### config.mk
export PLATFORM = sky130hd
export DESIGN_NAME = dct_timer_top
export DESIGN_NICKNAME = d
export VERILOG_FILES = /design/src/design/dct_pin_sync.v /design/src/design/dct_timer_top.v
export VERILOG_INCLUDE_DIRS = /design/src /design/src/design
export SDC_FILE = /design/constraint.sdc
export NUM_CORES = 1
export LEC_CHECK = 0
export BUFFER_PORTS_ARGS = -buffer_cell sky130_fd_sc_hd__buf_2
export CAP_MARGIN = 20
export CORE_UTILIZATION = 40
export DETAILED_ROUTE_END_ITERATION = 16
export GPL_TIMING_DRIVEN = 0
export HOLD_SLACK_MARGIN = 0.15
export SYNTH_ARGS = -nofsm -noshare
export SYNTH_HDL_FRONTEND = slang
export SYNTH_SLANG_ARGS = --single-unit
### constraint.sdc
create_clock -name ref_clk -period 3.1 [get_ports ref_clk]
set_clock_uncertainty 0.15 [all_clocks]
set_input_delay 0.31 -clock ref_clk [delete_from_list [all_inputs] [get_ports ref_clk]]
set_output_delay 0.31 -clock ref_clk [all_outputs]
set_load 0.05 [all_outputs]
### src/design/dct_map.vh
// Register offsets, field positions, reset values and divider counts of the dual timer
`ifndef DCT_MAP_VH
`define DCT_MAP_VH

// ***************************************************************
// Register offsets (byte index on the register port)
// ***************************************************************
`define DCT_ADDR_W          4
`define DCT_A_CONTROL       4'h0
`define DCT_A_MODE          4'h1
`define DCT_A_FIRST_LOW     4'h2
`define DCT_A_SECOND_LOW    4'h3
`define DCT_A_FIRST_HIGH    4'h4
`define DCT_A_SECOND_HIGH   4'h5
`define DCT_A_CLOCK_CTL     4'h6
`define DCT_A_IRQ_ENABLE    4'h7
`define DCT_A_EXT_CONFIG    4'h8

// ***************************************************************
// Control register fields
// ***************************************************************
`define DCT_CT_SECOND_OVF   7
`define DCT_CT_SECOND_RUN   6
`define DCT_CT_FIRST_OVF    5
`define DCT_CT_FIRST_RUN    4

// ***************************************************************
// Mode register fields
// ***************************************************************
`define DCT_MD_FIRST_MODE   1:0
`define DCT_MD_FIRST_CSEL   2
`define DCT_MD_FIRST_GATE   3
`define DCT_MD_SECOND_MODE  5:4
`define DCT_MD_SECOND_CSEL  6
`define DCT_MD_SECOND_GATE  7

// ***************************************************************
// Clock control, interrupt enable and external input fields
// ***************************************************************
`define DCT_CK_SECOND_SYS   3
`define DCT_CK_FIRST_SYS    2
`define DCT_CK_SCALE        1:0
`define DCT_IE_FIRST        0
`define DCT_IE_SECOND       1
`define DCT_EC_FIRST_POL    0
`define DCT_EC_SECOND_POL   1

// ***************************************************************
// Mode codes
// ***************************************************************
`define DCT_MODE_13BIT      2'h0
`define DCT_MODE_16BIT      2'h1
`define DCT_MODE_RELOAD     2'h2
`define DCT_MODE_SPLIT      2'h3

// ***************************************************************
// Prescaler: scale codes and terminal counts (divide minus one)
// ***************************************************************
`define DCT_SC_DIV12        2'h0
`define DCT_SC_DIV4         2'h1
`define DCT_SC_DIV48        2'h2
`define DCT_SC_EXT8         2'h3
`define DCT_PS_W            6
`define DCT_PS_TERM12       6'h0B
`define DCT_PS_TERM4        6'h03
`define DCT_PS_TERM48       6'h2F
`define DCT_PS_TERM8        6'h07

// ***************************************************************
// Reset values
// ***************************************************************
`define DCT_RST_BYTE        8'h00
`define DCT_RST_PS          6'h00

`endif

### src/design/dct_pin_sync.v
// Two-flop synchroniser for one pin with edge detection on synchronised samples
`timescale 1ns/10ps
`default_nettype none

module dct_pin_sync (
  // Clock and reset
  input  wire ref_clk,
  input  wire arst_n,
  // Asynchronous pin
  input  wire pinIn,
  // Synchronised level and edges
  output wire pinLevel,
  output wire pinFall,
  output wire pinRise
);

  reg stage1_r;
  reg stage2_r;
  reg prev_r;

  // First stage feeds only the second stage to keep metastability contained
  always @(posedge ref_clk or negedge arst_n) begin
    if (!arst_n) begin
      stage1_r <= 1'b0;
      stage2_r <= 1'b0;
      prev_r   <= 1'b0;
    end else begin
      stage1_r <= pinIn;
      stage2_r <= stage1_r;
      prev_r   <= stage2_r;
    end
  end

  assign pinLevel = stage2_r;
  assign pinFall  = prev_r & ~stage2_r;
  assign pinRise  = ~prev_r & stage2_r;

endmodule // dct_pin_sync

`default_nettype wire

### src/design/dct_timer_top.v
// Dual counter/timer with four modes, shared prescaler and byte-wide register port
//
// Notes on behaviour
// - Each timer keeps a 16-bit count read and written as low and high bytes.
// - Each timer has its own two mode bits, set independently.
// - Mode 0 counts 13 bits: high byte plus low-byte bits 4 to 0.
// - Mode 0 wrap from all ones sets the overflow flag; enabled flag requests interrupt.
// - Counter-select high: each falling edge on the count pin increments.
// - Counter-select low: system clock if clock-select high, else prescaler output.
// - Count only when run is set and gate is clear or gate input active.
// - Second timer gates on second external input with its own polarity bit.
// - Setting run leaves the count as it stands.
// - Mode 1 is mode 0 over all 16 bits.
// - Mode 2 low byte counts, reloads from high byte on wrap, sets flag.
// - Mode 3 first low byte uses first run, select, gate and flag.
// - Mode 3 first high byte times internal clock, run by second run, sets second flag.
// - First in mode 3: second timer counts but no external clock, flag or interrupt.
// - Second timer overflow tick stays available, also while first is in mode 3.
// - First in mode 3: second runs in modes 0 to 2, stops in mode 3.
// - Overflow requests an interrupt only when its enable bit is set.
// - Prescaler gives system clock /12, /4, /48, or external clock /8 synchronised.
// - Overflow flags clear by software write or on vector acknowledge.
`timescale 1ns/10ps
`default_nettype none
`include "dct_map.vh"

module dct_timer_top (
  // Clock and reset
  input  wire                    ref_clk,
  input  wire                    arst_n,
  // Register port
  input  wire [`DCT_ADDR_W-1:0]  regAddr,
  input  wire [7:0]              regWrData,
  input  wire                    regWrStb,
  input  wire                    regRdStb,
  output wire [7:0]              regRdData,
  // External pins
  input  wire                    firstCountPin,
  input  wire                    secondCountPin,
  input  wire                    firstExtIrqInput,
  input  wire                    secondExtIrqInput,
  input  wire                    extClockPin,
  // Interrupt vector acknowledge from the interrupt controller
  input  wire                    firstIrqAck,
  input  wire                    secondIrqAck,
  // Interrupt requests and overflow tick
  output wire                    firstIrqReq,
  output wire                    secondIrqReq,
  output wire                    secondOverflowTick
);

  // ***************************************************************
  // Register state
  // ***************************************************************
  reg [7:0]            firstCountLow_r;
  reg [7:0]            firstCountHigh_r;
  reg [7:0]            secondCountLow_r;
  reg [7:0]            secondCountHigh_r;
  reg [7:0]            timerModeReg_r;
  reg [7:0]            clockControlReg_r;
  reg [7:0]            irqEnableReg_r;
  reg [7:0]            extIrqConfigReg_r;
  reg                  firstRunBit_r;
  reg                  secondRunBit_r;
  reg                  firstOverflowFlag_r;
  reg                  secondOverflowFlag_r;
  reg [7:0]            rdData_r;
  reg                  ovfTick_r;
  reg [`DCT_PS_W-1:0]  presc_r;

  // ***************************************************************
  // Pin synchronisers
  // ***************************************************************
  wire firstCntFall;
  wire secondCntFall;
  wire firstGateLvl;
  wire secondGateLvl;
  wire extClkRise;

  dct_pin_sync uSyncFirstCnt (
    .ref_clk  (ref_clk),
    .arst_n   (arst_n),
    .pinIn    (firstCountPin),
    .pinLevel (),
    .pinFall  (firstCntFall),
    .pinRise  ()
  );

  dct_pin_sync uSyncSecondCnt (
    .ref_clk  (ref_clk),
    .arst_n   (arst_n),
    .pinIn    (secondCountPin),
    .pinLevel (),
    .pinFall  (secondCntFall),
    .pinRise  ()
  );

  dct_pin_sync uSyncFirstGate (
    .ref_clk  (ref_clk),
    .arst_n   (arst_n),
    .pinIn    (firstExtIrqInput),
    .pinLevel (firstGateLvl),
    .pinFall  (),
    .pinRise  ()
  );

  dct_pin_sync uSyncSecondGate (
    .ref_clk  (ref_clk),
    .arst_n   (arst_n),
    .pinIn    (secondExtIrqInput),
    .pinLevel (secondGateLvl),
    .pinFall  (),
    .pinRise  ()
  );

  dct_pin_sync uSyncExtClk (
    .ref_clk  (ref_clk),
    .arst_n   (arst_n),
    .pinIn    (extClockPin),
    .pinLevel (),
    .pinFall  (),
    .pinRise  (extClkRise)
  );

  // ***************************************************************
  // Shared prescaler
  // ***************************************************************
  reg [`DCT_PS_W-1:0] prescTerm;
  reg                 prescAdvance;
  wire                prescTick;

  always @* begin
    prescAdvance = 1'b1;
    case (clockControlReg_r[`DCT_CK_SCALE])
      `DCT_SC_DIV12: prescTerm = `DCT_PS_TERM12;
      `DCT_SC_DIV4:  prescTerm = `DCT_PS_TERM4;
      `DCT_SC_DIV48: prescTerm = `DCT_PS_TERM48;
      `DCT_SC_EXT8: begin
        prescTerm    = `DCT_PS_TERM8;
        prescAdvance = extClkRise;
      end
      default: prescTerm = `DCT_PS_TERM12;
    endcase
  end

  // Compare with >= so a switch to a shorter divide never runs past its end
  assign prescTick = prescAdvance & (presc_r >= prescTerm);

  always @(posedge ref_clk or negedge arst_n) begin
    if (!arst_n) begin
      presc_r <= `DCT_RST_PS;
    end else if (prescTick) begin
      presc_r <= `DCT_RST_PS;
    end else if (prescAdvance) begin
      presc_r <= presc_r + {{(`DCT_PS_W-1){1'b0}}, 1'b1};
    end
  end

  // ***************************************************************
  // Count enables and clock sources
  // ***************************************************************
  wire [1:0] firstMode  = timerModeReg_r[`DCT_MD_FIRST_MODE];
  wire [1:0] secondMode = timerModeReg_r[`DCT_MD_SECOND_MODE];
  wire       splitMode  = (firstMode == `DCT_MODE_SPLIT);

  wire firstGateActive  = extIrqConfigReg_r[`DCT_EC_FIRST_POL] ? firstGateLvl : ~firstGateLvl;
  wire secondGateActive = extIrqConfigReg_r[`DCT_EC_SECOND_POL] ? secondGateLvl
                                                                 : ~secondGateLvl;

  // Run bit only gates counting; it never touches the count itself
  wire firstEnable  = firstRunBit_r &
                      (~timerModeReg_r[`DCT_MD_FIRST_GATE] | firstGateActive);
  wire secondEnable = secondRunBit_r &
                      (~timerModeReg_r[`DCT_MD_SECOND_GATE] | secondGateActive);

  wire firstIntClk  = clockControlReg_r[`DCT_CK_FIRST_SYS] ? 1'b1 : prescTick;
  wire secondIntClk = clockControlReg_r[`DCT_CK_SECOND_SYS] ? 1'b1 : prescTick;

  wire firstTick  = timerModeReg_r[`DCT_MD_FIRST_CSEL] ? firstCntFall : firstIntClk;
  wire secondTick = timerModeReg_r[`DCT_MD_SECOND_CSEL] ? secondCntFall : secondIntClk;

  wire firstInc     = firstEnable & firstTick;
  wire splitHighInc = secondRunBit_r & firstIntClk;
  // In split mode the second timer runs from its mode alone and only on internal clocks
  wire secondInc    = splitMode ? ((secondMode != `DCT_MODE_SPLIT) & secondIntClk)
                                : (secondEnable & secondTick);

  // ***************************************************************
  // Counter step shared by both timers
  // ***************************************************************
  function [16:0] dctStep;
    input [1:0] md;
    input [7:0] hi;
    input [7:0] lo;
    input       inc;
    reg   [12:0] c13;
    reg   [15:0] c16;
    reg   [7:0]  c8;
    begin
      c13 = {hi, lo[4:0]} + 13'h0001;
      c16 = {hi, lo} + 16'h0001;
      c8  = lo + 8'h01;
      dctStep = {1'b0, hi, lo};
      if (inc) begin
        case (md)
          `DCT_MODE_13BIT: dctStep = {&{hi, lo[4:0]}, c13[12:5], lo[7:5], c13[4:0]};
          `DCT_MODE_16BIT: dctStep = {&{hi, lo}, c16};
          `DCT_MODE_RELOAD: dctStep = (&lo) ? {1'b1, hi, hi} : {1'b0, hi, c8};
          default: dctStep = {1'b0, hi, lo};
        endcase
      end
    end
  endfunction

  reg [7:0] firstLowNxt;
  reg [7:0] firstHighNxt;
  reg       firstOvf;
  reg       splitHighOvf;
  reg [7:0] secondLowNxt;
  reg [7:0] secondHighNxt;
  reg       secondOvf;

  always @* begin
    splitHighOvf = 1'b0;
    {firstOvf, firstHighNxt, firstLowNxt} = dctStep(firstMode, firstCountHigh_r,
                                                    firstCountLow_r, firstInc);
    if (splitMode) begin
      firstOvf     = firstInc & (&firstCountLow_r);
      firstLowNxt  = firstInc ? firstCountLow_r + 8'h01 : firstCountLow_r;
      splitHighOvf = splitHighInc & (&firstCountHigh_r);
      firstHighNxt = splitHighInc ? firstCountHigh_r + 8'h01 : firstCountHigh_r;
    end
    // Second timer in mode 3 falls to the hold branch of the step
    {secondOvf, secondHighNxt, secondLowNxt} = dctStep(secondMode, secondCountHigh_r,
                                                       secondCountLow_r, secondInc);
  end

  wire firstFlagSet  = firstOvf;
  wire secondFlagSet = splitMode ? splitHighOvf : secondOvf;

  // ***************************************************************
  // Register writes, counting and flags
  // ***************************************************************
  wire wrControl = regWrStb & (regAddr == `DCT_A_CONTROL);

  always @(posedge ref_clk or negedge arst_n) begin
    if (!arst_n) begin
      firstCountLow_r      <= `DCT_RST_BYTE;
      firstCountHigh_r     <= `DCT_RST_BYTE;
      secondCountLow_r     <= `DCT_RST_BYTE;
      secondCountHigh_r    <= `DCT_RST_BYTE;
      timerModeReg_r       <= `DCT_RST_BYTE;
      clockControlReg_r    <= `DCT_RST_BYTE;
      irqEnableReg_r       <= `DCT_RST_BYTE;
      extIrqConfigReg_r    <= `DCT_RST_BYTE;
      firstRunBit_r        <= 1'b0;
      secondRunBit_r       <= 1'b0;
      firstOverflowFlag_r  <= 1'b0;
      secondOverflowFlag_r <= 1'b0;
      ovfTick_r            <= 1'b0;
    end else begin
      // A software byte write beats the count step for that byte only
      firstCountLow_r   <= (regWrStb && regAddr == `DCT_A_FIRST_LOW) ? regWrData
                                                                     : firstLowNxt;
      firstCountHigh_r  <= (regWrStb && regAddr == `DCT_A_FIRST_HIGH) ? regWrData
                                                                      : firstHighNxt;
      secondCountLow_r  <= (regWrStb && regAddr == `DCT_A_SECOND_LOW) ? regWrData
                                                                      : secondLowNxt;
      secondCountHigh_r <= (regWrStb && regAddr == `DCT_A_SECOND_HIGH) ? regWrData
                                                                       : secondHighNxt;
      if (regWrStb && regAddr == `DCT_A_MODE) begin
        timerModeReg_r <= regWrData;
      end
      if (regWrStb && regAddr == `DCT_A_CLOCK_CTL) begin
        clockControlReg_r <= regWrData;
      end
      if (regWrStb && regAddr == `DCT_A_IRQ_ENABLE) begin
        irqEnableReg_r <= regWrData;
      end
      if (regWrStb && regAddr == `DCT_A_EXT_CONFIG) begin
        extIrqConfigReg_r <= regWrData;
      end
      if (wrControl) begin
        firstRunBit_r  <= regWrData[`DCT_CT_FIRST_RUN];
        secondRunBit_r <= regWrData[`DCT_CT_SECOND_RUN];
      end
      // Hardware set wins over a software clear or an acknowledge in the same cycle
      if (firstFlagSet) begin
        firstOverflowFlag_r <= 1'b1;
      end else if (wrControl) begin
        firstOverflowFlag_r <= regWrData[`DCT_CT_FIRST_OVF];
      end else if (firstIrqAck) begin
        firstOverflowFlag_r <= 1'b0;
      end
      if (secondFlagSet) begin
        secondOverflowFlag_r <= 1'b1;
      end else if (wrControl) begin
        secondOverflowFlag_r <= regWrData[`DCT_CT_SECOND_OVF];
      end else if (secondIrqAck) begin
        secondOverflowFlag_r <= 1'b0;
      end
      ovfTick_r <= secondOvf;
    end
  end

  // ***************************************************************
  // Register reads
  // ***************************************************************
  reg [7:0] rdMux;

  always @* begin
    rdMux = `DCT_RST_BYTE;
    case (regAddr)
      `DCT_A_CONTROL: begin
        rdMux[`DCT_CT_SECOND_OVF] = secondOverflowFlag_r;
        rdMux[`DCT_CT_SECOND_RUN] = secondRunBit_r;
        rdMux[`DCT_CT_FIRST_OVF]  = firstOverflowFlag_r;
        rdMux[`DCT_CT_FIRST_RUN]  = firstRunBit_r;
      end
      `DCT_A_MODE:        rdMux = timerModeReg_r;
      `DCT_A_FIRST_LOW:   rdMux = firstCountLow_r;
      `DCT_A_SECOND_LOW:  rdMux = secondCountLow_r;
      `DCT_A_FIRST_HIGH:  rdMux = firstCountHigh_r;
      `DCT_A_SECOND_HIGH: rdMux = secondCountHigh_r;
      `DCT_A_CLOCK_CTL:   rdMux = clockControlReg_r;
      `DCT_A_IRQ_ENABLE:  rdMux = irqEnableReg_r;
      `DCT_A_EXT_CONFIG:  rdMux = extIrqConfigReg_r;
      default:            rdMux = `DCT_RST_BYTE;
    endcase
  end

  // Read data stands only in the cycle after the strobe
  always @(posedge ref_clk or negedge arst_n) begin
    if (!arst_n) begin
      rdData_r <= `DCT_RST_BYTE;
    end else if (regRdStb) begin
      rdData_r <= rdMux;
    end else begin
      rdData_r <= `DCT_RST_BYTE;
    end
  end

  // ***************************************************************
  // Outputs
  // ***************************************************************
  assign regRdData          = rdData_r;
  assign firstIrqReq        = firstOverflowFlag_r & irqEnableReg_r[`DCT_IE_FIRST];
  assign secondIrqReq       = secondOverflowFlag_r & irqEnableReg_r[`DCT_IE_SECOND];
  assign secondOverflowTick = ovfTick_r;

endmodule // dct_timer_top

`default_nettype wire

==> results of run 1 <==
==> repair_timing <==
item | 4_1_cts | 5_1_grt
endpoints found under the hold margin | 33 | 0
buffers inserted | 0 | 0
hold buffers | 7 | 0
==> worst reg2reg max path: stages (launching register included) <==
cell                       delay, ns
sky130_fd_sc_hd__dfrtp_1        0.45
sky130_fd_sc_hd__nand2b_1       0.18
sky130_fd_sc_hd__ha_1           0.32
sky130_fd_sc_hd__o21a_1         0.14
sky130_fd_sc_hd__a311o_1        0.39
sky130_fd_sc_hd__a32oi_1        0.44
sky130_fd_sc_hd__buf_2          0.32
sky130_fd_sc_hd__a21oi_1        0.06
sky130_fd_sc_hd__a211oi_1       0.19
sky130_fd_sc_hd__nor2_1         0.06
==> final cells by class <==
type / count / area, µm²
Tap cell: 188 / 235
Clock inverter: 7 / 67.6
Clock buffer: 9 / 225
Multi-Input combinational cell: 507 / 3520
Timing Repair Buffer: 33 / 225
Fill cell: 1506 / 8230
Inverter: 21 / 78.8
Sequential cell: 96 / 2400
Buffer: 38 / 211
==> kinds of logic after synthesis <==
| group | after synthesis |
|---|---|
| simple gates | 222 |
| buf+inv | 59 |
| xor+xnor | 18 |
| compound gates | 199 |
| mux | 51 |
| fa+ha+maj | 17 |
| flops | 96 |
==> synth_stat cells (all sizes together), types with 3 or more instances <==
cell	number
a21oi	31
and2	7
a21o	5
and3	6
o41ai	4
o21ai	43
o31ai	4
dfrtp	96
o22ai	5
a221o	13
mux2i	7
inv	20
a41oi	3
nand2b	13
a221oi	8
xnor2	9
nor2	50
nor3	27
a222oi	5
a31oi	17
buf	16
or2	4
xor2	9
o221ai	3
a211oi	12
clkbuf	20
a311oi	4
or3	7
nor4	4
mux2	42
a22oi	11
nor2b	4
o21a	5
a22o	7
nand4	8
nand2	53
ha	17
nand3	30
==> flip-flops by register name, summed over array words and instances, names as in the netlist, 6 cells and up <==
register	cells
extIrqConfigReg_r	8
dctStep.hi	8
firstCountHigh_r	8
firstCountLow_r	8
irqEnableReg_r	8
presc_r	6
regRdData	8
clockControlReg_r	8
timerModeReg_r	8
dctStep.lo	8
==> power by group <==
group	switching (mW)	internal, mW	leakage (nW)	total [mW]
clock network	0.543	0.562	0.139	1.10
logic	1.23	0.857	1.50	2.08
registers	0.490	1.58	1.19	2.07
total	2.26	3.00	2.83	5.26
==> path summary, 6_finish.rpt <==
check / from / end / slack (ns) / cells past startpoint
worst min register to register: uSyncSecondCnt.stage1_r / uSyncSecondCnt.pinLevel / 0.20 / 0
worst max register to register: clockControlReg_r[0] / firstCountLow_r[2] / 0.29 / 9
worst min-delay path: firstIrqAck / firstOverflowFlag_r / 0.17 / 4
worst max-delay path: clockControlReg_r[0] / firstCountLow_r[2] / 0.29 / 9
min in group asynchronous: arst_n / firstCountHigh_r[3] / 0.28 / 2
max in group asynchronous: arst_n / irqEnableReg_r[2] / 1.84 / 3
==> through the flow <==
stage | util (%) | instance area [µm²]
6_report | 45.8 | 6970
5_1_grt | 45.8 | 6970
4_1_cts | 45.8 | 6970
3_5_place_dp | 43.5 | 6610
3_3_place_gp | 43.3 | 6580
2_1_floorplan | - | 6220
==> per-layer routing <==
layer,share of wire (%),up-vias,track usage (%)
met4,4.1,0,12.7
met1,44,2845,36.2
li1,-,2597,-
met5,0,-,0
met3,7.7,50,4.81
met2,44,269,39.1
==> flow_summary.html, run 1 <==
<table>
<tr><th>Metric</th><th>Value</th></tr>
<tr><th colspan="2">Global route</th></tr>
<tr><td>Number of global-route vias before repair</td><td>5,463</td></tr>
<tr><td>All-layer global routing usage</td><td>26.0%</td></tr>
<tr><td>Antenna violations before repair</td><td>0</td></tr>
<tr><td>Wire length of the first global-routing pass</td><td>31.6 mm</td></tr>
<tr><td>Leftover overflow at the end of global routing</td><td>0</td></tr>
<tr><td>Largest net degree at the start of global routing</td><td>70</td></tr>
<tr><th colspan="2">Routing</th></tr>
<tr><td>Average via count per standard cell</td><td>6.41</td></tr>
<tr><td>Count of nets left with antenna violations after detail routing</td><td>0</td></tr>
<tr><td>Count of TritonRoute iterations in the first routing pass</td><td>5</td></tr>
<tr><td>Post-detailed-route DRC marker count</td><td>0</td></tr>
<tr><td>Average wire length per cell after detail routing</td><td>22.5 µm</td></tr>
<tr><td>Iter 0 DRT Violations</td><td>635</td></tr>
<tr><td>Final WL</td><td>20.2 mm</td></tr>
<tr><td>Vias</td><td>5,761</td></tr>
<tr><th colspan="2">Timing</th></tr>
<tr><td>Max-slew headroom at the worst pin</td><td>40.3%</td></tr>
<tr><td>RSZ-0062 raised after global routing</td><td>false</td></tr>
<tr><td>Measured slew at the worst slew-check pin</td><td>0.888 ns</td></tr>
<tr><td>Fin worst setup slack</td><td>0.285 ns</td></tr>
<tr><td>Share of the cycle needed by the critical path after routing</td><td>90.8%</td></tr>
<tr><td>Max Clock Freq</td><td>355 MHz</td></tr>
<tr><td>Final setup fails</td><td>0</td></tr>
<tr><td>Sum of negative setup slack</td><td>0 ns</td></tr>
<tr><td>Final-report hold violation count</td><td>0</td></tr>
<tr><td>Max-slew violation count</td><td>0</td></tr>
<tr><td>Worst hold slack</td><td>0.173 ns</td></tr>
<tr><td>Shortest clock period the worst path allows after layout</td><td>2.81 ns</td></tr>
<tr><th colspan="2">Place</th></tr>
<tr><td>Total half-perimeter wirelength after legalization and detailed placement</td><td>14.8 mm</td></tr>
<tr><td>Pre-CTS WS</td><td>0.316 ns</td></tr>
<tr><td>Final weighted congestion of routability-driven global placement</td><td>0.929</td></tr>
<tr><td>Number of cells after detailed placement</td><td>876</td></tr>
<tr><td>Count of input and output buffers</td><td>25</td></tr>
<tr><th colspan="2">Floorplan</th></tr>
<tr><td>Number of standard-cell rows in the floorplan</td><td>45</td></tr>
<tr><td>I/O pin count</td><td>34</td></tr>
<tr><td>Floorplan die area</td><td>16,000 µm²</td></tr>
<tr><td>Die boundary width</td><td>127 µm</td></tr>
<tr><td>Floorplan Core Area</td><td>15,200 µm²</td></tr>
<tr><td>Vertical die dimension</td><td>127 µm</td></tr>
<tr><td>Starting utilization of the core area</td><td>40.9%</td></tr>
<tr><th colspan="2">Synth</th></tr>
<tr><td>Mapped Cells</td><td>662</td></tr>
<tr><td>Flop and latch count out of synthesis</td><td>96</td></tr>
<tr><td>Number of warnings issued by yosys</td><td>0</td></tr>
<tr><td>Area share of fa/ha/maj cells after synthesis</td><td>3.42%</td></tr>
<tr><td>Multiplexer area fraction after synthesis</td><td>9.46%</td></tr>
<tr><td>Sequential fraction of the synthesis area</td><td>38.6%</td></tr>
<tr><td>Proportion of synthesized flip-flops having asynchronous set or reset</td><td>100%</td></tr>
<tr><td>Most used flip-flop cell after synthesis</td><td>sky130_fd_sc_hd__dfrtp_1</td></tr>
<tr><td>Post-synthesis compound-gate area fraction</td><td>23.1%</td></tr>
<tr><td>Mapped cell area</td><td>6220 µm²</td></tr>
<tr><td>Number of synthesized flops with an enable pin</td><td>0</td></tr>
<tr><td>Number of unique standard cell types used by synthesis</td><td>86</td></tr>
<tr><td>Net count of the mapped netlist</td><td>702</td></tr>
<tr><td>Cell taking the most area after synthesis</td><td>sky130_fd_sc_hd__dfrtp_1</td></tr>
<tr><td>Synth area leaders</td><td>sky130_fd_sc_hd__dfrtp_1, sky130_fd_sc_hd__mux2_2, sky130_fd_sc_hd__ha_1</td></tr>
<tr><td>Area share of the largest cell type after synthesis</td><td>38.6%</td></tr>
<tr><td>Dominant combinational cell family by area after synthesis</td><td>compound AO/OA/AOI/OAI gates</td></tr>
<tr><td>Simple logic cell fraction of the synthesized area</td><td>18.2%</td></tr>
<tr><td>XOR/XNOR Fraction of Synth Area</td><td>2.54%</td></tr>
<tr><td>Mapped Avg Cell Area</td><td>9.39 µm²</td></tr>
<tr><th colspan="2">Layout</th></tr>
<tr><td>Commonest cells after routing, fill and taps aside</td><td>sky130_fd_sc_hd__dfrtp_1, sky130_fd_sc_hd__nand2_1, sky130_fd_sc_hd__nor2_1</td></tr>
<tr><td>Most frequent standard cell in the layout excluding fill and tap cells</td><td>sky130_fd_sc_hd__dfrtp_1</td></tr>
<tr><td>Final layout net count</td><td>746</td></tr>
<tr><td>Number of non-filler instances in the completed layout</td><td>899</td></tr>
<tr><td>Layout cells sized above 1</td><td>15.6%</td></tr>
<tr><td>Inserted Diodes</td><td>0</td></tr>
<tr><td>Syn-to-layout area delta</td><td>12.1%</td></tr>
<tr><th colspan="2">Clocking</th></tr>
<tr><td>Sinks on the clock net</td><td>96</td></tr>
<tr><td>Insertion delay of the later-clocked pin in the worst-skew pair</td><td>0.35 ns</td></tr>
<tr><td>Clk pin slew, worst setup/hold paths</td><td>0.07 ns</td></tr>
<tr><td>Max Root-Sink Buffers</td><td>2</td></tr>
<tr><td>CTS HTree Levels</td><td>3</td></tr>
<tr><td>Number of CTS-inserted buffers</td><td>9</td></tr>
<tr><td>Clock tree from TritonCTS</td><td>yes</td></tr>
<tr><td>CTS Root Buffer Type</td><td>sky130_fd_sc_hd__clkbuf_16</td></tr>
<tr><td>Resized cells post-CTS</td><td>0</td></tr>
<tr><th colspan="2">Setup path</th></tr>
<tr><td>Required time worst endpoint</td><td>3.18 ns</td></tr>
<tr><td>Crit path max-delay family</td><td>compound AO/OA/AOI/OAI gates</td></tr>
<tr><td>Delay of the slowest cell on the worst path</td><td>0.45 ns</td></tr>
<tr><td>Cell with the largest stage delay on the worst path</td><td>sky130_fd_sc_hd__dfrtp_1</td></tr>
<tr><td>Cells along the critical path</td><td>nand2b_1, ha_1, o21a_1, a311o_1, a32oi_1, buf_2, a21oi_1, a211oi_1, nor2_1</td></tr>
<tr><td>Worst setup EP type</td><td>flop</td></tr>
<tr><td>Arr. time, crit path</td><td>2.90 ns</td></tr>
<tr><td>WP buf/inv</td><td>1</td></tr>
<tr><td>CP startpoint kind</td><td>flop</td></tr>
<tr><td>Crit Path Max Fanout</td><td>10</td></tr>
<tr><td>Start-to-end type of the worst setup path</td><td>reg2reg</td></tr>
<tr><th colspan="2">Job</th></tr>
<tr><td>Max Cap Viol</td><td>0</td></tr>
<tr><th colspan="2">Pwr</th></tr>
<tr><td>PD cells</td><td>755 nW/µm²</td></tr>
<tr><td>Total power of the final layout</td><td>5.26 mW</td></tr>
<tr><td>Worst vdd ir</td><td>0.392 mV</td></tr>
<tr><td>Leakage Power</td><td>2.83 nW</td></tr>
<tr><th colspan="2">Outcome</th></tr>
<tr><td>Status</td><td>completed</td></tr>
<tr><th colspan="2">Hold path</th></tr>
<tr><td>Path class of the lowest-slack min-delay path</td><td>in2reg</td></tr>
</table>
Power figures use the tool's default switching activity.
==> run 2: changes to the inputs <==
--- a/config.mk
+++ b/config.mk
@@ -6,6 +6,7 @@
 export SDC_FILE = /design/constraint.sdc
 export NUM_CORES = 1
 export LEC_CHECK = 0
+export ABC_AREA = 1
 export BUFFER_PORTS_ARGS = -buffer_cell sky130_fd_sc_hd__buf_2
 export CAP_MARGIN = 20
 export CORE_UTILIZATION = 40
==> flow_summary.html, run 2 <==
<table>
<tr><th>Metric</th><th>Value</th></tr>
<tr><th colspan="2">Layout</th></tr>
<tr><td>Inserted Diodes</td><td>0 (unchanged)</td></tr>
<tr><td>Sequential standard cell area</td><td>2400 µm² (unchanged)</td></tr>
<tr><td>Multi-input gate area in the final layout</td><td>3690 µm² (+4.7%)</td></tr>
<tr><td>Syn-to-layout area delta</td><td>13.6%</td></tr>
<tr><td>Commonest cells after routing, fill and taps aside</td><td>sky130_fd_sc_hd__nand2_1, sky130_fd_sc_hd__nand3_1, sky130_fd_sc_hd__inv_1</td></tr>
<tr><td>Fill cell instance count of the final layout</td><td>1,668 (+11%)</td></tr>
<tr><td>Layout cells sized above 1</td><td>13.0% (-2.7 points)</td></tr>
<tr><td>Most frequent standard cell in the layout excluding fill and tap cells</td><td>sky130_fd_sc_hd__nand2_1</td></tr>
<tr><td>Final layout net count</td><td>1,038 (+39%)</td></tr>
<tr><th colspan="2">Clocking</th></tr>
<tr><td>Sinks on the clock net</td><td>96 (unchanged)</td></tr>
<tr><td>Max Root-Sink Buffers</td><td>2 (unchanged)</td></tr>
<tr><td>Clk pin slew, worst setup/hold paths</td><td>0.08 ns (about the same)</td></tr>
<tr><td>Resized cells post-CTS</td><td>0 (unchanged)</td></tr>
<tr><td>Insertion delay of the later-clocked pin in the worst-skew pair</td><td>0.36 ns (about the same)</td></tr>
<tr><td>CTS HTree Levels</td><td>3 (unchanged)</td></tr>
<tr><td>Clock tree from TritonCTS</td><td>yes</td></tr>
<tr><td>CTS Root Buffer Type</td><td>sky130_fd_sc_hd__clkbuf_16</td></tr>
<tr><td>Number of CTS-inserted buffers</td><td>9 (unchanged)</td></tr>
<tr><th colspan="2">Place</th></tr>
<tr><td>Final weighted congestion of routability-driven global placement</td><td>0.943 (+1.5%)</td></tr>
<tr><td>Total half-perimeter wirelength after legalization and detailed placement</td><td>15.9 mm (+7.9%)</td></tr>
<tr><td>Count of input and output buffers</td><td>33 (+32%)</td></tr>
<tr><th colspan="2">Global route</th></tr>
<tr><td>Number of global-route vias before repair</td><td>6,018 (+10%)</td></tr>
<tr><td>Leftover overflow at the end of global routing</td><td>0 (unchanged)</td></tr>
<tr><td>Wire length of the first global-routing pass</td><td>33.7 mm (+6.9%)</td></tr>
<tr><td>All-layer global routing usage</td><td>26.7% (+0.66 points)</td></tr>
<tr><td>Antenna violations before repair</td><td>0 (unchanged)</td></tr>
<tr><td>Largest net degree at the start of global routing</td><td>70 (unchanged)</td></tr>
<tr><th colspan="2">Synth</th></tr>
<tr><td>Cell taking the most area after synthesis</td><td>sky130_fd_sc_hd__dfrtp_1</td></tr>
<tr><td>Synth area leaders</td><td>sky130_fd_sc_hd__dfrtp_1, sky130_fd_sc_hd__nand2_1, sky130_fd_sc_hd__nand3_1</td></tr>
<tr><td>Area share of the largest cell type after synthesis</td><td>36.1% (-2.5 points)</td></tr>
<tr><td>Proportion of synthesized flip-flops having asynchronous set or reset</td><td>100% (unchanged)</td></tr>
<tr><td>Number of synthesized flops with an enable pin</td><td>0 (unchanged)</td></tr>
<tr><td>Most common library cells after synthesis</td><td>sky130_fd_sc_hd__nand2_1, sky130_fd_sc_hd__nand3_1, sky130_fd_sc_hd__inv_1</td></tr>
<tr><td>Most frequently used cell type in the post-synthesis netlist</td><td>sky130_fd_sc_hd__nand2_1</td></tr>
<tr><td>Number of warnings issued by yosys</td><td>0 (unchanged)</td></tr>
<tr><td>Flop and latch count out of synthesis</td><td>96 (unchanged)</td></tr>
<tr><td>Mapped cell area</td><td>6650 µm² (+7.0%)</td></tr>
<tr><td>Net count of the mapped netlist</td><td>979 (+39%)</td></tr>
<tr><td>Mapped Cells</td><td>939 (+42%)</td></tr>
<tr><td>Mapped Avg Cell Area</td><td>7.08 µm² (-25%)</td></tr>
<tr><td>Number of unique standard cell types used by synthesis</td><td>47 (-45%)</td></tr>
<tr><td>Most used flip-flop cell after synthesis</td><td>sky130_fd_sc_hd__dfrtp_1</td></tr>
<tr><td>Sequential fraction of the synthesis area</td><td>36.1% (-2.5 points)</td></tr>
<tr><th colspan="2">Floorplan</th></tr>
<tr><td>I/O pin count</td><td>34 (unchanged)</td></tr>
<tr><td>Floorplan Core Area</td><td>16,100 µm² (+5.6%)</td></tr>
<tr><td>Vertical die dimension</td><td>131 µm (+3.4%)</td></tr>
<tr><td>Starting utilization of the core area</td><td>41.4% (+0.52 points)</td></tr>
<tr><td>Die boundary width</td><td>131 µm (+3.4%)</td></tr>
<tr><td>Number of standard-cell rows in the floorplan</td><td>46 (+2.2%)</td></tr>
<tr><td>Floorplan die area</td><td>17,100 µm² (+6.8%)</td></tr>
<tr><th colspan="2">Routing</th></tr>
<tr><td>Average wire length per cell after detail routing</td><td>17.4 µm (-23%)</td></tr>
<tr><td>Count of TritonRoute iterations in the first routing pass</td><td>6 (+1)</td></tr>
<tr><td>Average via count per standard cell</td><td>5.45 (-15%)</td></tr>
<tr><td>Vias</td><td>6,642 (+15%)</td></tr>
<tr><td>Post-detailed-route DRC marker count</td><td>0 (unchanged)</td></tr>
<tr><td>Count of nets left with antenna violations after detail routing</td><td>0 (unchanged)</td></tr>
<tr><td>Iter 0 DRT Violations</td><td>643 (+1.3%)</td></tr>
<tr><td>Final WL</td><td>21.3 mm (+5.0%)</td></tr>
<tr><th colspan="2">Setup path</th></tr>
<tr><td>Required time worst endpoint</td><td>3.25 ns (+0.07 ns)</td></tr>
<tr><td>Crit Path Max Fanout</td><td>10 (unchanged)</td></tr>
<tr><td>Arr. time, crit path</td><td>2.57 ns (-0.33 ns)</td></tr>
<tr><td>CP startpoint kind</td><td>flop</td></tr>
<tr><td>Cell with the largest stage delay on the worst path</td><td>sky130_fd_sc_hd__dfrtp_1</td></tr>
<tr><td>Most frequent cell on the critical path</td><td>sky130_fd_sc_hd__nand2_1</td></tr>
<tr><td>Worst setup EP type</td><td>flop</td></tr>
<tr><td>Start-to-end type of the worst setup path</td><td>reg2reg</td></tr>
<tr><td>Cells along the critical path</td><td>inv_1, nand2_1, ha_1, inv_1, nor2_1, nand2_1, nand3_1, nand2_2, nand3_2, nand2_4, nor2_4, nand2_1, nand2_1, nand3_1, nand2_1</td></tr>
<tr><td>Delay of the slowest cell on the worst path</td><td>0.42 ns (-0.03 ns)</td></tr>
<tr><td>Crit path max-delay family</td><td>simple AND/OR/NAND/NOR gates</td></tr>
<tr><td>WP buf/inv</td><td>2 (+1)</td></tr>
<tr><th colspan="2">Pwr</th></tr>
<tr><td>PD cells</td><td>667 nW/µm² (-12%)</td></tr>
<tr><td>Clock Power Share</td><td>22.6% (+1.6 points)</td></tr>
<tr><td>Internal</td><td>2.77 mW (-7.7%)</td></tr>
<tr><td>Logic pwr share</td><td>37.5% (-2.1 points)</td></tr>
<tr><td>Net load switching power</td><td>2.27 mW (+0.21%)</td></tr>
<tr><td>Sw frac</td><td>45.0% (+2.0 points)</td></tr>
<tr><td>Part of the total power dissipated in sequential elements</td><td>39.8% (+0.4 points)</td></tr>
<tr><td>Leakage Power</td><td>3.69 nW (+30%)</td></tr>
<tr><td>Worst vdd ir</td><td>0.346 mV (-12%)</td></tr>
<tr><th colspan="2">Timing</th></tr>
<tr><td>Max Clock Freq</td><td>413 MHz (+16%)</td></tr>
<tr><td>Worst hold slack</td><td>0.161 ns (-0.0123 ns)</td></tr>
<tr><td>Measured slew at the worst slew-check pin</td><td>0.575 ns (-0.313 ns)</td></tr>
<tr><td>Max-slew headroom at the worst pin</td><td>61.7% (+21 points)</td></tr>
<tr><td>Max-slew violation count</td><td>0 (unchanged)</td></tr>
<tr><td>Sum of negative setup slack</td><td>0 ns (unchanged)</td></tr>
<tr><td>Final setup fails</td><td>0 (unchanged)</td></tr>
<tr><td>Final-report hold violation count</td><td>0 (unchanged)</td></tr>
<tr><td>Shortest clock period the worst path allows after layout</td><td>2.42 ns (-0.391 ns)</td></tr>
<tr><td>Share of the cycle needed by the critical path after routing</td><td>78.2% (-13 points)</td></tr>
<tr><td>RSZ-0062 raised after global routing</td><td>false</td></tr>
<tr><th colspan="2">Outcome</th></tr>
<tr><td>Status</td><td>completed</td></tr>
<tr><th colspan="2">Hold path</th></tr>
<tr><td>Path class of the lowest-slack min-delay path</td><td>in2reg</td></tr>
<tr><th colspan="2">Job</th></tr>
<tr><td>Max Cap Viol</td><td>0 (unchanged)</td></tr>
</table>
==> run 2: cell types whose count changed in the layout (fill, tap and decap cells not counted), sizes merged, moves of 16 or more <==
cell,delta
nor3,-17
mux2,-42
nand3,+89
o21ai,+55
nand2,+226
inv,+100
nor2,+28
a31oi,-16
==> run 2: repair_timing <==
action	CTS	global route
buffers inserted	0	0
hold endpoints to repair	100	0
hold buffers	14	0
==> run 2: path summary, 6_finish.rpt <==
path	startpoint	to	slack, ns	cells past startpoint
worst min-delay path	regWrData[0]	dctStep.hi[0]	0.16	3
worst max-delay path	clockControlReg_r[0]	firstCountHigh_r[1]	0.68	15
max in group asynchronous	arst_n	dctStep.hi[5]	1.87	3
min in group asynchronous	arst_n	uSyncSecondGate.stage1_r	0.26	2
worst max register to register	clockControlReg_r[0]	firstCountHigh_r[1]	0.68	15
worst min register to register	uSyncSecondGate.stage1_r	uSyncSecondGate.pinLevel	0.20	0
==> run 2: per-stage QoR <==
stage	utilization, %	std cells	worst slack, ns	cell area, µm²	power (mW)
2_1_floorplan	-	939	1.11	6650	3.26
3_3_place_gp	44.1	1188	0.512	7080	3.85
3_5_place_dp	44.3	1189	0.711	7110	3.87
4_1_cts	47.0	1219	0.682	7550	5.03
5_1_grt	47.0	1219	0.429	7550	5.39
6_report	47.0	1219	0.676	7550	5.04
==> run 2: worst register-to-register path: stages (launching register included) <==
cell	delay, ns
sky130_fd_sc_hd__dfrtp_1	0.42
sky130_fd_sc_hd__inv_1	0.08
sky130_fd_sc_hd__nand2_1	0.06
sky130_fd_sc_hd__ha_1	0.30
sky130_fd_sc_hd__inv_1	0.04
sky130_fd_sc_hd__nor2_1	0.11
sky130_fd_sc_hd__nand2_1	0.07
sky130_fd_sc_hd__nand3_1	0.09
sky130_fd_sc_hd__nand2_2	0.14
sky130_fd_sc_hd__nand3_2	0.15
sky130_fd_sc_hd__nand2_4	0.14
sky130_fd_sc_hd__nor2_4	0.27
sky130_fd_sc_hd__nand2_1	0.13
sky130_fd_sc_hd__nand2_1	0.08
sky130_fd_sc_hd__nand3_1	0.07
sky130_fd_sc_hd__nand2_1	0.07
==> run 2: area by class of cell <==
type | count | share of cell area (%)
Buffer | 20 | 1.51
Clock buffer | 9 | 2.98
Clock inverter | 7 | 0.961
Inverter | 118 | 5.90
Multi-Input combinational cell | 705 | 48.8
Sequential cell | 96 | 31.8
Tap cell | 216 | 3.58
Timing Repair Buffer | 48 | 4.44
==> run 2: layer usage <==
layer,track usage (%),wire [µm]
met1,37.1,9430
met2,40.6,9400
met3,4.93,1670
met4,11.4,759
met5,0,0
==> run 2: cell families after synthesis <==
| group | after synthesis | synth area share (%) |
|---|---|---|
| AND/OR/NAND/NOR | 507 | 36.3 |
| AO/OA/AOI/OAI | 170 | 14.5 |
| buffers and inverters | 138 | 8.41 |
| flip-flops | 96 | 36.1 |
| adder cells (fa/ha/maj) | 17 | 3.20 |
| XOR/XNOR | 11 | 1.45 |
==> run 2: power groups by stage <==
stage | Sequential [mW] | Combinational, mW | Clock [mW]
2_1_floorplan | 1.90 | 1.36 | 0
3_3_place_gp | 2.01 | 1.84 | 0
3_5_place_dp | 2.01 | 1.86 | 0
4_1_cts | 1.99 | 1.88 | 1.16
5_1_grt | 2.04 | 2.14 | 1.21
6_report | 2.01 | 1.89 | 1.14
